--- config.mk ---
export PLATFORM = sky130hd
export DESIGN_NAME = rsl_remote_shutdown_logic
export DESIGN_NICKNAME = d
export VERILOG_FILES = /design/src/common/rsl_pkg.sv /design/src/design/rsl_rule_eval.sv /design/src/design/rsl_remote_shutdown_logic.sv
export SDC_FILE = /design/constraint.sdc
export NUM_CORES = 2
export LEC_CHECK = 0
export BUFFER_PORTS_ARGS = -buffer_cell sky130_fd_sc_hd__buf_2
export CAP_MARGIN = 20
export CELL_PAD_IN_SITES_DETAIL_PLACEMENT = 0
export CELL_PAD_IN_SITES_GLOBAL_PLACEMENT = 1
export CORE_AREA = 2 2 393 395
export CTS_CLUSTER_DIAMETER = 40
export DETAILED_ROUTE_END_ITERATION = 8
export DIE_AREA = 0 0 395 397
export PLACE_DENSITY = 0.61
export SLEW_MARGIN = 15
export SYNTH_ARGS = -nofsm -noshare
export SYNTH_HDL_FRONTEND = slang
export SYNTH_SLANG_ARGS = --single-unit
--- constraint.sdc ---
create_clock -name clock -period 19.9 [get_ports clock]
set_input_delay 0 -clock clock [delete_from_list [all_inputs] [get_ports clock]]
set_output_delay 0 -clock clock [all_outputs]
set_load 0.01 [all_outputs]
--- src/common/rsl_pkg.sv ---
// rsl_pkg: widths, defaults, log layout and compare codes for the shutdown rule logic.
// assumes: imported whole by every design file of the block.
package rsl_pkg;

  // data widths
  localparam int unsigned RSL_VAL_W   = 32;
  localparam int unsigned RSL_ID_W    = 8;
  localparam int unsigned RSL_CHAN_W  = 4;
  localparam int unsigned RSL_TRIP_W  = 4;
  localparam int unsigned RSL_PULSE_W = 16;
  localparam int unsigned RSL_REG_W   = 16;

  // defaults: own address and consecutive trip count
  localparam logic [7:0] RSL_OWN_ADDR_DEF = 8'hF7;
  localparam logic [3:0] RSL_TRIP_DEF     = 4'h1;

  // local digital outputs occupy the first slots, channels 1 and 2
  localparam int unsigned RSL_NUM_LOCAL    = 2;
  localparam logic [3:0]  RSL_LOCAL_CHAN0  = 4'h1;

  // readable event log: holding registers 7000..7024
  localparam logic [15:0] RSL_LOG_BASE     = 16'h1B58;
  localparam int unsigned RSL_LOG_DEPTH    = 5;
  localparam int unsigned RSL_LOG_WORDS    = 5;
  localparam logic [15:0] RSL_LOG_RST      = 16'h0000;

  // word positions inside one log entry
  localparam int unsigned RSL_EW_SEQ       = 0;
  localparam int unsigned RSL_EW_RULE      = 1;
  localparam int unsigned RSL_EW_SRC       = 2;
  localparam int unsigned RSL_EW_VAL_HI    = 3;
  localparam int unsigned RSL_EW_VAL_LO    = 4;
  localparam int unsigned RSL_EV_STATE_BIT = 15;

  typedef enum logic [1:0] {
    RSL_CMP_GT,
    RSL_CMP_LT,
    RSL_CMP_EQ
  } rsl_cmp_t;

endpackage

--- src/design/rsl_rule_eval.sv ---
// rsl_rule_eval: one rule of the table; hysteresis and consecutive-trip counting.
// assumes: one check-in per cycle at most, synchronous active-low reset.
`timescale 1ns/1ps
module rsl_rule_eval
  import rsl_pkg::*;
(
  // clock and reset
  input  wire logic                  clock,
  input  wire logic                  resetn,
  // rule configuration
  input  wire logic                  cfg_en,
  input  wire logic [RSL_ID_W-1:0]   cfg_src_id,
  input  wire logic [1:0]            cfg_cmp_op,
  input  wire logic [RSL_VAL_W-1:0]  cfg_run_thr,
  input  wire logic [RSL_VAL_W-1:0]  cfg_stop_thr,
  input  wire logic [RSL_TRIP_W-1:0] consecutive_trip_count,
  // check-in stream
  input  wire logic                  checkin_valid,
  input  wire logic [RSL_ID_W-1:0]   checkin_id,
  input  wire logic [RSL_VAL_W-1:0]  checkin_value,
  // rule state
  output logic                       run_req_q,
  output logic                       change_q
);

  logic [RSL_TRIP_W-1:0] trip_cnt_q;
  logic [RSL_TRIP_W-1:0] trip_cnt_d;
  logic [RSL_TRIP_W-1:0] trip_need;
  logic                  hit;
  logic                  run_ok;
  logic                  stop_ok;

  function automatic logic meets(input logic [1:0] op, input logic [RSL_VAL_W-1:0] v,
                                 input logic [RSL_VAL_W-1:0] thr, input logic is_run);
    case (rsl_cmp_t'(op))
      RSL_CMP_GT: meets = is_run ? (v > thr) : (v < thr);
      RSL_CMP_LT: meets = is_run ? (v < thr) : (v > thr);
      RSL_CMP_EQ: meets = (v == thr);
      default:    meets = 1'b0;
    endcase
  endfunction

  assign hit        = cfg_en && checkin_valid && (checkin_id == cfg_src_id);
  assign run_ok     = meets(cfg_cmp_op, checkin_value, cfg_run_thr, 1'b1);
  assign stop_ok    = meets(cfg_cmp_op, checkin_value, cfg_stop_thr, 1'b0);
  // a zero count would also trip on the first stop check-in; treat it as one
  assign trip_need  = (consecutive_trip_count == '0) ? RSL_TRIP_DEF : consecutive_trip_count;
  assign trip_cnt_d = (trip_cnt_q >= trip_need) ? trip_need : RSL_TRIP_W'(trip_cnt_q + 1'b1);

  always_ff @(posedge clock) begin
    if (!resetn) begin
      run_req_q  <= 1'b0;
      trip_cnt_q <= '0;
      change_q   <= 1'b0;
    end else begin
      change_q <= 1'b0;
      if (!cfg_en) begin
        run_req_q  <= 1'b0;
        trip_cnt_q <= '0;
      end else if (hit) begin
        if (run_ok) begin
          trip_cnt_q <= '0;
          change_q   <= !run_req_q;
          run_req_q  <= 1'b1;
        end else if (stop_ok) begin
          trip_cnt_q <= trip_cnt_d;
          if (trip_cnt_d >= trip_need) begin
            change_q  <= run_req_q;
            run_req_q <= 1'b0;
          end
        end else begin
          trip_cnt_q <= '0;
        end
      end
    end
  end

endmodule // rsl_rule_eval

--- src/design/rsl_remote_shutdown_logic.sv ---
// rsl_remote_shutdown_logic: rule table, per-destination AND, failsafe, latch, pulse, event log.
// assumes: configuration ports held steady by firmware, node presence supplied from outside,
// check-ins arrive as single-cycle strobes synchronous to clock.
//
// Overview of operation
// - energize above run, de-energize below shutdown
// - destination energized only if all rules agree
// - five latest events readable at 7000-7024
// - any reset clears the readable log
// - failsafe: missing source forces de-energize
// - no failsafe: ignore missing sources
// - latch: rules only de-energize, writes restore
// - local outputs: rules, master writes, manual
// - shutdown needs consecutive trips; run immediate
// - own address selects local digital outputs
// - pulse mode emits timed pulse instead
`timescale 1ns/1ps
module rsl_remote_shutdown_logic
  import rsl_pkg::*;
#(
  parameter int unsigned         NR       = 8,
  parameter int unsigned         NS       = 6,
  parameter logic [RSL_ID_W-1:0] OWN_ADDR = RSL_OWN_ADDR_DEF,
  localparam int unsigned        SLOT_W   = $clog2(NS)
) (
  // clock and reset
  input  wire logic                             clock,
  input  wire logic                             resetn,
  // rule table
  input  wire logic [NR-1:0]                    cfg_rule_en,
  input  wire logic [NR-1:0][RSL_ID_W-1:0]      cfg_src_id,
  input  wire logic [NR-1:0][1:0]               cfg_cmp_op,
  input  wire logic [NR-1:0][RSL_VAL_W-1:0]     cfg_run_thr,
  input  wire logic [NR-1:0][RSL_VAL_W-1:0]     cfg_stop_thr,
  input  wire logic [NR-1:0][RSL_TRIP_W-1:0]    consecutive_trip_count,
  input  wire logic [NR-1:0][RSL_ID_W-1:0]      cfg_dest_id,
  input  wire logic [NR-1:0][RSL_CHAN_W-1:0]    cfg_dest_chan,
  input  wire logic [NR-1:0]                    src_present,
  // destination slots
  input  wire logic [NS-1:0][RSL_ID_W-1:0]      slot_id,
  input  wire logic [NS-1:0][RSL_CHAN_W-1:0]    slot_chan,
  input  wire logic [NS-1:0]                    failsafe_en,
  input  wire logic [NS-1:0]                    hold_off_until_master_write,
  input  wire logic [NS-1:0]                    pulse_en,
  input  wire logic [NS-1:0]                    pulse_on_run,
  input  wire logic [NS-1:0][RSL_PULSE_W-1:0]   pulse_cycles,
  // check-in stream
  input  wire logic                             checkin_valid,
  input  wire logic [RSL_ID_W-1:0]              checkin_id,
  input  wire logic [RSL_VAL_W-1:0]             checkin_value,
  // master coil write and manual command
  input  wire logic                             coil_wr_valid,
  input  wire logic [SLOT_W-1:0]                coil_wr_slot,
  input  wire logic                             coil_wr_value,
  input  wire logic                             manual_wr_valid,
  input  wire logic                             manual_wr_sel,
  input  wire logic                             manual_wr_value,
  // log read
  input  wire logic [RSL_REG_W-1:0]             log_rd_addr,
  output logic [RSL_REG_W-1:0]                  log_rd_data_q,
  // destination outputs
  output logic [NS-1:0]                         relay_cmd_q
);

  logic [NR-1:0]                    rule_req;
  logic [NR-1:0]                    rule_chg;
  logic [NS-1:0]                    logic_on;
  logic [NS-1:0]                    trigger;
  logic [NS-1:0]                    logic_prev_q;
  logic [NS-1:0]                    state_q;
  logic [NS-1:0]                    state_prev_q;
  logic [NS-1:0][RSL_PULSE_W-1:0]   pulse_cnt_q;
  logic [NS-1:0][RSL_PULSE_W-1:0]   pulse_cnt_d;
  logic [RSL_VAL_W-1:0]             last_value_q;
  logic [RSL_ID_W-1:0]              last_id_q;
  logic [RSL_REG_W-1:0]             log_seq_q;
  logic [RSL_REG_W-1:0]             log_mem [RSL_LOG_DEPTH][RSL_LOG_WORDS];
  logic                             ev_any;
  logic [7:0]                       ev_rule;

  for (genvar r = 0; r < NR; r++) begin : g_rule
    rsl_rule_eval u_rule (
      .clock                  (clock),
      .resetn                 (resetn),
      .cfg_en                 (cfg_rule_en[r]),
      .cfg_src_id             (cfg_src_id[r]),
      .cfg_cmp_op             (cfg_cmp_op[r]),
      .cfg_run_thr            (cfg_run_thr[r]),
      .cfg_stop_thr           (cfg_stop_thr[r]),
      .consecutive_trip_count (consecutive_trip_count[r]),
      .checkin_valid          (checkin_valid),
      .checkin_id             (checkin_id),
      .checkin_value          (checkin_value),
      .run_req_q              (rule_req[r]),
      .change_q               (rule_chg[r])
    );
  end

  // per-slot combination of every rule aimed at it
  always_comb begin
    logic [RSL_ID_W-1:0]   eff_id;
    logic [RSL_CHAN_W-1:0] eff_chan;
    logic                  contrib;
    logic                  any_active;
    logic                  all_on;
    logic                  fail;
    logic                  chg;
    eff_id     = '0;
    eff_chan   = '0;
    contrib    = 1'b0;
    any_active = 1'b0;
    all_on     = 1'b1;
    fail       = 1'b0;
    chg        = 1'b0;
    for (int s = 0; s < NS; s++) begin
      // local slots answer to own address
      if (s < RSL_NUM_LOCAL) begin
        eff_id   = OWN_ADDR;
        eff_chan = RSL_CHAN_W'(RSL_LOCAL_CHAN0 + RSL_CHAN_W'(s));
      end else begin
        eff_id   = slot_id[s];
        eff_chan = slot_chan[s];
      end
      any_active = 1'b0;
      all_on     = 1'b1;
      fail       = 1'b0;
      chg        = 1'b0;
      for (int r = 0; r < NR; r++) begin
        contrib = cfg_rule_en[r] && (cfg_dest_id[r] == eff_id) && (cfg_dest_chan[r] == eff_chan);
        if (contrib && !src_present[r] && failsafe_en[s]) begin
          fail = 1'b1;
        end
        if (contrib && src_present[r]) begin
          any_active = 1'b1;
          all_on = all_on && rule_req[r];
          chg    = chg || rule_chg[r];
        end
      end
      logic_on[s] = any_active && all_on && !fail;
      trigger[s]  = chg || (logic_on[s] != logic_prev_q[s]);
    end
  end

  // slot state: rule decisions, then external writes on top
  always_ff @(posedge clock) begin
    if (!resetn) begin
      state_q      <= '0;
      logic_prev_q <= '0;
    end else begin
      logic_prev_q <= logic_on;
      for (int s = 0; s < NS; s++) begin
        if (trigger[s]) begin
          if (hold_off_until_master_write[s]) begin
            if (!logic_on[s]) begin
              state_q[s] <= 1'b0;
            end
          end else begin
            state_q[s] <= logic_on[s];
          end
        end
        if (coil_wr_valid && (coil_wr_slot == SLOT_W'(s))) begin
          state_q[s] <= coil_wr_value;
        end
        if (s < RSL_NUM_LOCAL && manual_wr_valid && (manual_wr_sel == s[0])) begin
          state_q[s] <= manual_wr_value;
        end
      end
    end
  end

  always_comb begin
    for (int s = 0; s < NS; s++) begin
      if (pulse_en[s] && (pulse_on_run[s] ? (state_q[s] && !state_prev_q[s])
                                          : (!state_q[s] && state_prev_q[s]))) begin
        pulse_cnt_d[s] = pulse_cycles[s];
      end else if (pulse_cnt_q[s] != '0) begin
        pulse_cnt_d[s] = RSL_PULSE_W'(pulse_cnt_q[s] - 1'b1);
      end else begin
        pulse_cnt_d[s] = '0;
      end
    end
  end

  always_ff @(posedge clock) begin
    if (!resetn) begin
      state_prev_q <= '0;
      pulse_cnt_q  <= '0;
      relay_cmd_q  <= '0;
    end else begin
      state_prev_q <= state_q;
      pulse_cnt_q  <= pulse_cnt_d;
      for (int s = 0; s < NS; s++) begin
        relay_cmd_q[s] <= pulse_en[s] ? (pulse_cnt_d[s] != '0) : state_q[s];
      end
    end
  end

  // lowest-numbered changing rule is logged; simultaneous others are dropped
  always_comb begin
    ev_any  = 1'b0;
    ev_rule = 8'h00;
    for (int r = NR - 1; r >= 0; r--) begin
      if (rule_chg[r]) begin
        ev_any  = 1'b1;
        ev_rule = 8'(r);
      end
    end
  end

  // change pulse trails the check-in by one cycle, so keep that check-in
  always_ff @(posedge clock) begin
    if (!resetn) begin
      last_value_q <= '0;
      last_id_q    <= '0;
    end else if (checkin_valid) begin
      last_value_q <= checkin_value;
      last_id_q    <= checkin_id;
    end
  end

  always_ff @(posedge clock) begin
    if (!resetn) begin
      log_seq_q <= RSL_LOG_RST;
      for (int e = 0; e < RSL_LOG_DEPTH; e++) begin
        for (int w = 0; w < RSL_LOG_WORDS; w++) begin
          log_mem[e][w] <= RSL_LOG_RST;
        end
      end
    end else if (ev_any) begin
      log_seq_q <= RSL_REG_W'(log_seq_q + 1'b1);
      for (int e = RSL_LOG_DEPTH - 1; e > 0; e--) begin
        for (int w = 0; w < RSL_LOG_WORDS; w++) begin
          log_mem[e][w] <= log_mem[e-1][w];
        end
      end
      log_mem[0][RSL_EW_SEQ]    <= RSL_REG_W'(log_seq_q + 1'b1);
      log_mem[0][RSL_EW_RULE]   <= {rule_req[ev_rule[$clog2(NR)-1:0]], 7'h00, ev_rule};
      log_mem[0][RSL_EW_SRC]    <= {8'h00, last_id_q};
      log_mem[0][RSL_EW_VAL_HI] <= last_value_q[31:16];
      log_mem[0][RSL_EW_VAL_LO] <= last_value_q[15:0];
    end
  end

  // registered read, zero outside the window
  always_ff @(posedge clock) begin
    if (!resetn) begin
      log_rd_data_q <= RSL_LOG_RST;
    end else begin
      log_rd_data_q <= RSL_LOG_RST;
      for (int e = 0; e < RSL_LOG_DEPTH; e++) begin
        for (int w = 0; w < RSL_LOG_WORDS; w++) begin
          if (log_rd_addr == RSL_REG_W'(RSL_LOG_BASE + RSL_REG_W'(e * RSL_LOG_WORDS + w))) begin
            log_rd_data_q <= log_mem[e][w];
          end
        end
      end
    end
  end

endmodule // rsl_remote_shutdown_logic

==> flow_metrics.py <==
metrics = {
    "routing": {
        "postRouteAntennaNets": 0,
        "drcViolationCount": 0,
        "first_pass_iters": 6,
        "wirelength_um": 234000,
        "vias": 48713,
        "drt_iter0_drc": 3600,
        "viasPerCell": 5.39,
        "routedWlPerCell_um": 25.9,
    },
    "synth": {
        "synth_edf_count": 300,
        "yosysTopAreaCellShare_pct": 18.8,
        "synth_nets": 7300,
        "synth_area_leaders": "edfxtp_1, ha_1, dfxtp_1",
        "synth_ff_type": "edfxtp_1",
        "ys_warn_count": 0,
        "synth-seq-cells": 540,
        "synthTopCellsByCount": "inv_1, ha_1, nor2_1",
        "ys_types": 98,
        "async_flop_share_pct": 0,
        "yosysSeqAreaShare_pct": 28.9,
        "yosys.area.top_type": "edfxtp_1",
        "yosysMostFrequentCell": "inv_1",
        "syn_inst": 5714,
        "synth_area_mm2": 0.0479,
        "avgSynthCellArea_um2": 8.38,
    },
    "pwr": {
        "power_density_mw_per_mm2": 75.5,
        "peakVddDrop_v": 0.0000715,
        "p_leak_nw": 29.3,
    },
    "die": {
        "core_mm2": 0.153,
        "start_util_pct": 31.3,
        "dieHeight_um": 397,
        "fp.dieW_um": 395,
        "io_pins": 1017,
        "num_rows": 144,
        "dieArea_mm2": 0.157,
    },
    "run_status": {
        "outcome": "complete, no violations",
    },
    "cts": {
        "cts.clk_slew.worst_paths_ps": 60,
        "cts.sinks": 540,
        "cts_root_buf": "clkbuf_16",
        "cts_made_buffers": 102,
        "clk_latency_ps": 710,
        "post-cts-setup-buffers": 0,
        "cts_max_level": 3,
        "cts_tree": "done",
        "clockBufferDepth": 3,
    },
    "final_layout": {
        "fill_cells": 15841,
        "drive_gt1_share_pct": 19.0,
        "fin_nets": 8428,
        "fin_cells": 9043,
        "area_delta_synth_final_pct": 28.5,
    },
    "global_route": {
        "grt_pass1_wl_um": 333000,
        "antenna_found_initial": 117,
        "grt_max_degree": 182,
        "grt_pass1_vias": 48940,
        "grt_overflow": 0,
        "grtUsageTotal_pct": 28.8,
    },
    "worst_setup_path": {
        "endpoint_kind": "register",
        "crit_arrival_ps": 4930,
        "critPathKind": "primary input to register",
        "start_kind": "primary input",
        "crit_fanout": 17,
        "required_ps": 20470,
    },
    "timing": {
        "setup_viol": 0,
        "worst_pin_slew_ps": 1230,
        "clock_skew_ps": 55.8,
        "rsz0062_at_grt": "no",
        "slew_headroom_pct": 17.7,
        "finalSetupTns_ps": 0,
        "final_max_slew_viol_count": 0,
        "max_freq_mhz": 229,
        "fin_crit_ps": 4360,
        "finalHoldViolCount": 0,
        "fin_crit_sh_pct": 21.9,
        "finalWorstSetupSlack_ps": 15540,
    },
    "place": {
        "place_ws_ps": 15700,
        "port_buffers": 992,
        "place_congestion": 0.985,
        "dp_hpwl_um": 181000,
        "dp_cells": 8494,
    },
    "min_path": {
        "holdCritPathClass": "primary input to register",
    },
    "flow_run": {
        "cap_violations": 0,
    },
}
[per-stage QoR]
step                      power, mW  hold WS (ps)  util [%]  instance area (µm²)
final                          4.64          27.9      40.2                61500
after global routing           4.90          20.5      40.2                61500
after CTS                      4.66         0.889      40.1                61300
after detailed placement       2.66           248      35.8                54700
after global placement         2.66           239      35.8                54700
after floorplan                2.24           139         -                47900
[where the power goes]
part	switching (mW)	internal [mW]
clock	0.673	1.17
sequential	0.0820	1.28
combinational	0.798	0.642
total	1.55	3.09
[critical path, cell delays in order]
cell           delay (ps)
dlygate4sd3_1         520
buf_2                 100
buf_4                 460
ha_1                  350
nand2_1                80
a2bb2oi_1             180
a21oi_1                90
o31ai_1               530
o21ai_0               390
a2111oi_0             850
nor3_1                300
o21ai_1               330
o21ai_0               120
dlygate4sd3_1         560
[area by class of cell]
cell class,count,area (µm²),area share [%]
repair buffers,1342,8340,13.6
well taps,2044,2560,4.16
clock inverters,77,1010,1.64
multi-input cells,4238,30600,49.7
diodes,71,178,0.289
clock buffers,113,2700,4.38
inverters,618,2330,3.79
flip-flops and latches,540,13800,22.5
[final timing paths]
kind	start	end	slack, ps	depth (start not counted)
setup / recovery	checkin_value[26]	g_rule[4].u_rule.trip_cnt_q[3]	15540	14
hold / removal	checkin_value[13]	last_value_q[13]	30	3
setup reg to reg	pulse_cnt_q[48]	relay_cmd_q[3]	15740	11
hold reg to reg	log_seq_q[15]	log_seq_q[15]	480	1
[cell usage in the layout (no fill, tap or decap), types with 18 or more instances in the layout]
cell type / n
and2_1: 63
o22ai_1: 40
buf_4: 63
a21o_1: 94
nand3b_1: 18
buf_2: 989
dlygate4sd3_1: 288
o21ai_1: 21
clkbuf_16: 104
dfxtp_1: 240
xor2_1: 306
o21a_1: 24
a31oi_1: 32
diode_2: 71
edfxtp_1: 300
a21oi_1: 294
o31ai_1: 19
or4_1: 26
xnor2_1: 241
or3_1: 21
nor4_1: 114
o21ai_0: 244
o211ai_1: 36
nor2_1: 386
a221oi_1: 24
inv_1: 615
mux2i_1: 84
nand3_1: 138
and3_1: 305
a211oi_1: 42
o221ai_1: 21
nand2b_1: 56
a22oi_1: 44
nor2b_1: 51
nor3_1: 116
nand4b_1: 22
nand2_1: 330
ha_1: 591
nand4_1: 136
[logic make-up after synthesis]
kind of cell    after synthesis  synth area share [%]
compound gates             1118                  15.2
xor+xnor                    547                  10.0
fa+ha+maj                   591                  15.4
buf+inv                     936                  7.36
flops                       540                  28.9
mux                         100                  2.20
simple gates               1882                  20.9
[flip-flops by register name, indices dropped and copies added, names as in the netlist]
name / flops
log_mem: 300
pulse_cnt_q: 96
g_rule.u_rule.trip_cnt_q: 32
last_value_q: 32
log_rd_data_q: 16
log_seq_q: 16
g_rule.u_rule.change_q: 8
g_rule.u_rule.run_req_q: 8
last_id_q: 8
logic_prev_q: 6
relay_cmd_q: 6
state_prev_q: 6
state_q: 6
[metal layers]
layer,up-vias,GRT usage (%),share of wire [%]
li1,22838,-,-
met1,23175,35.0,41
met2,2008,47.9,47
met3,638,6.17,7.1
met4,54,14.4,5.3
met5,-,0,0.14
[timing repair]
action,4_1_cts,5_1_grt
endpoints found under the hold margin,206,0
hold buffers,288,0
endpoints found under the setup margin,0,0
gates resized for setup,0,0
Power figures use the tool's default switching activity.
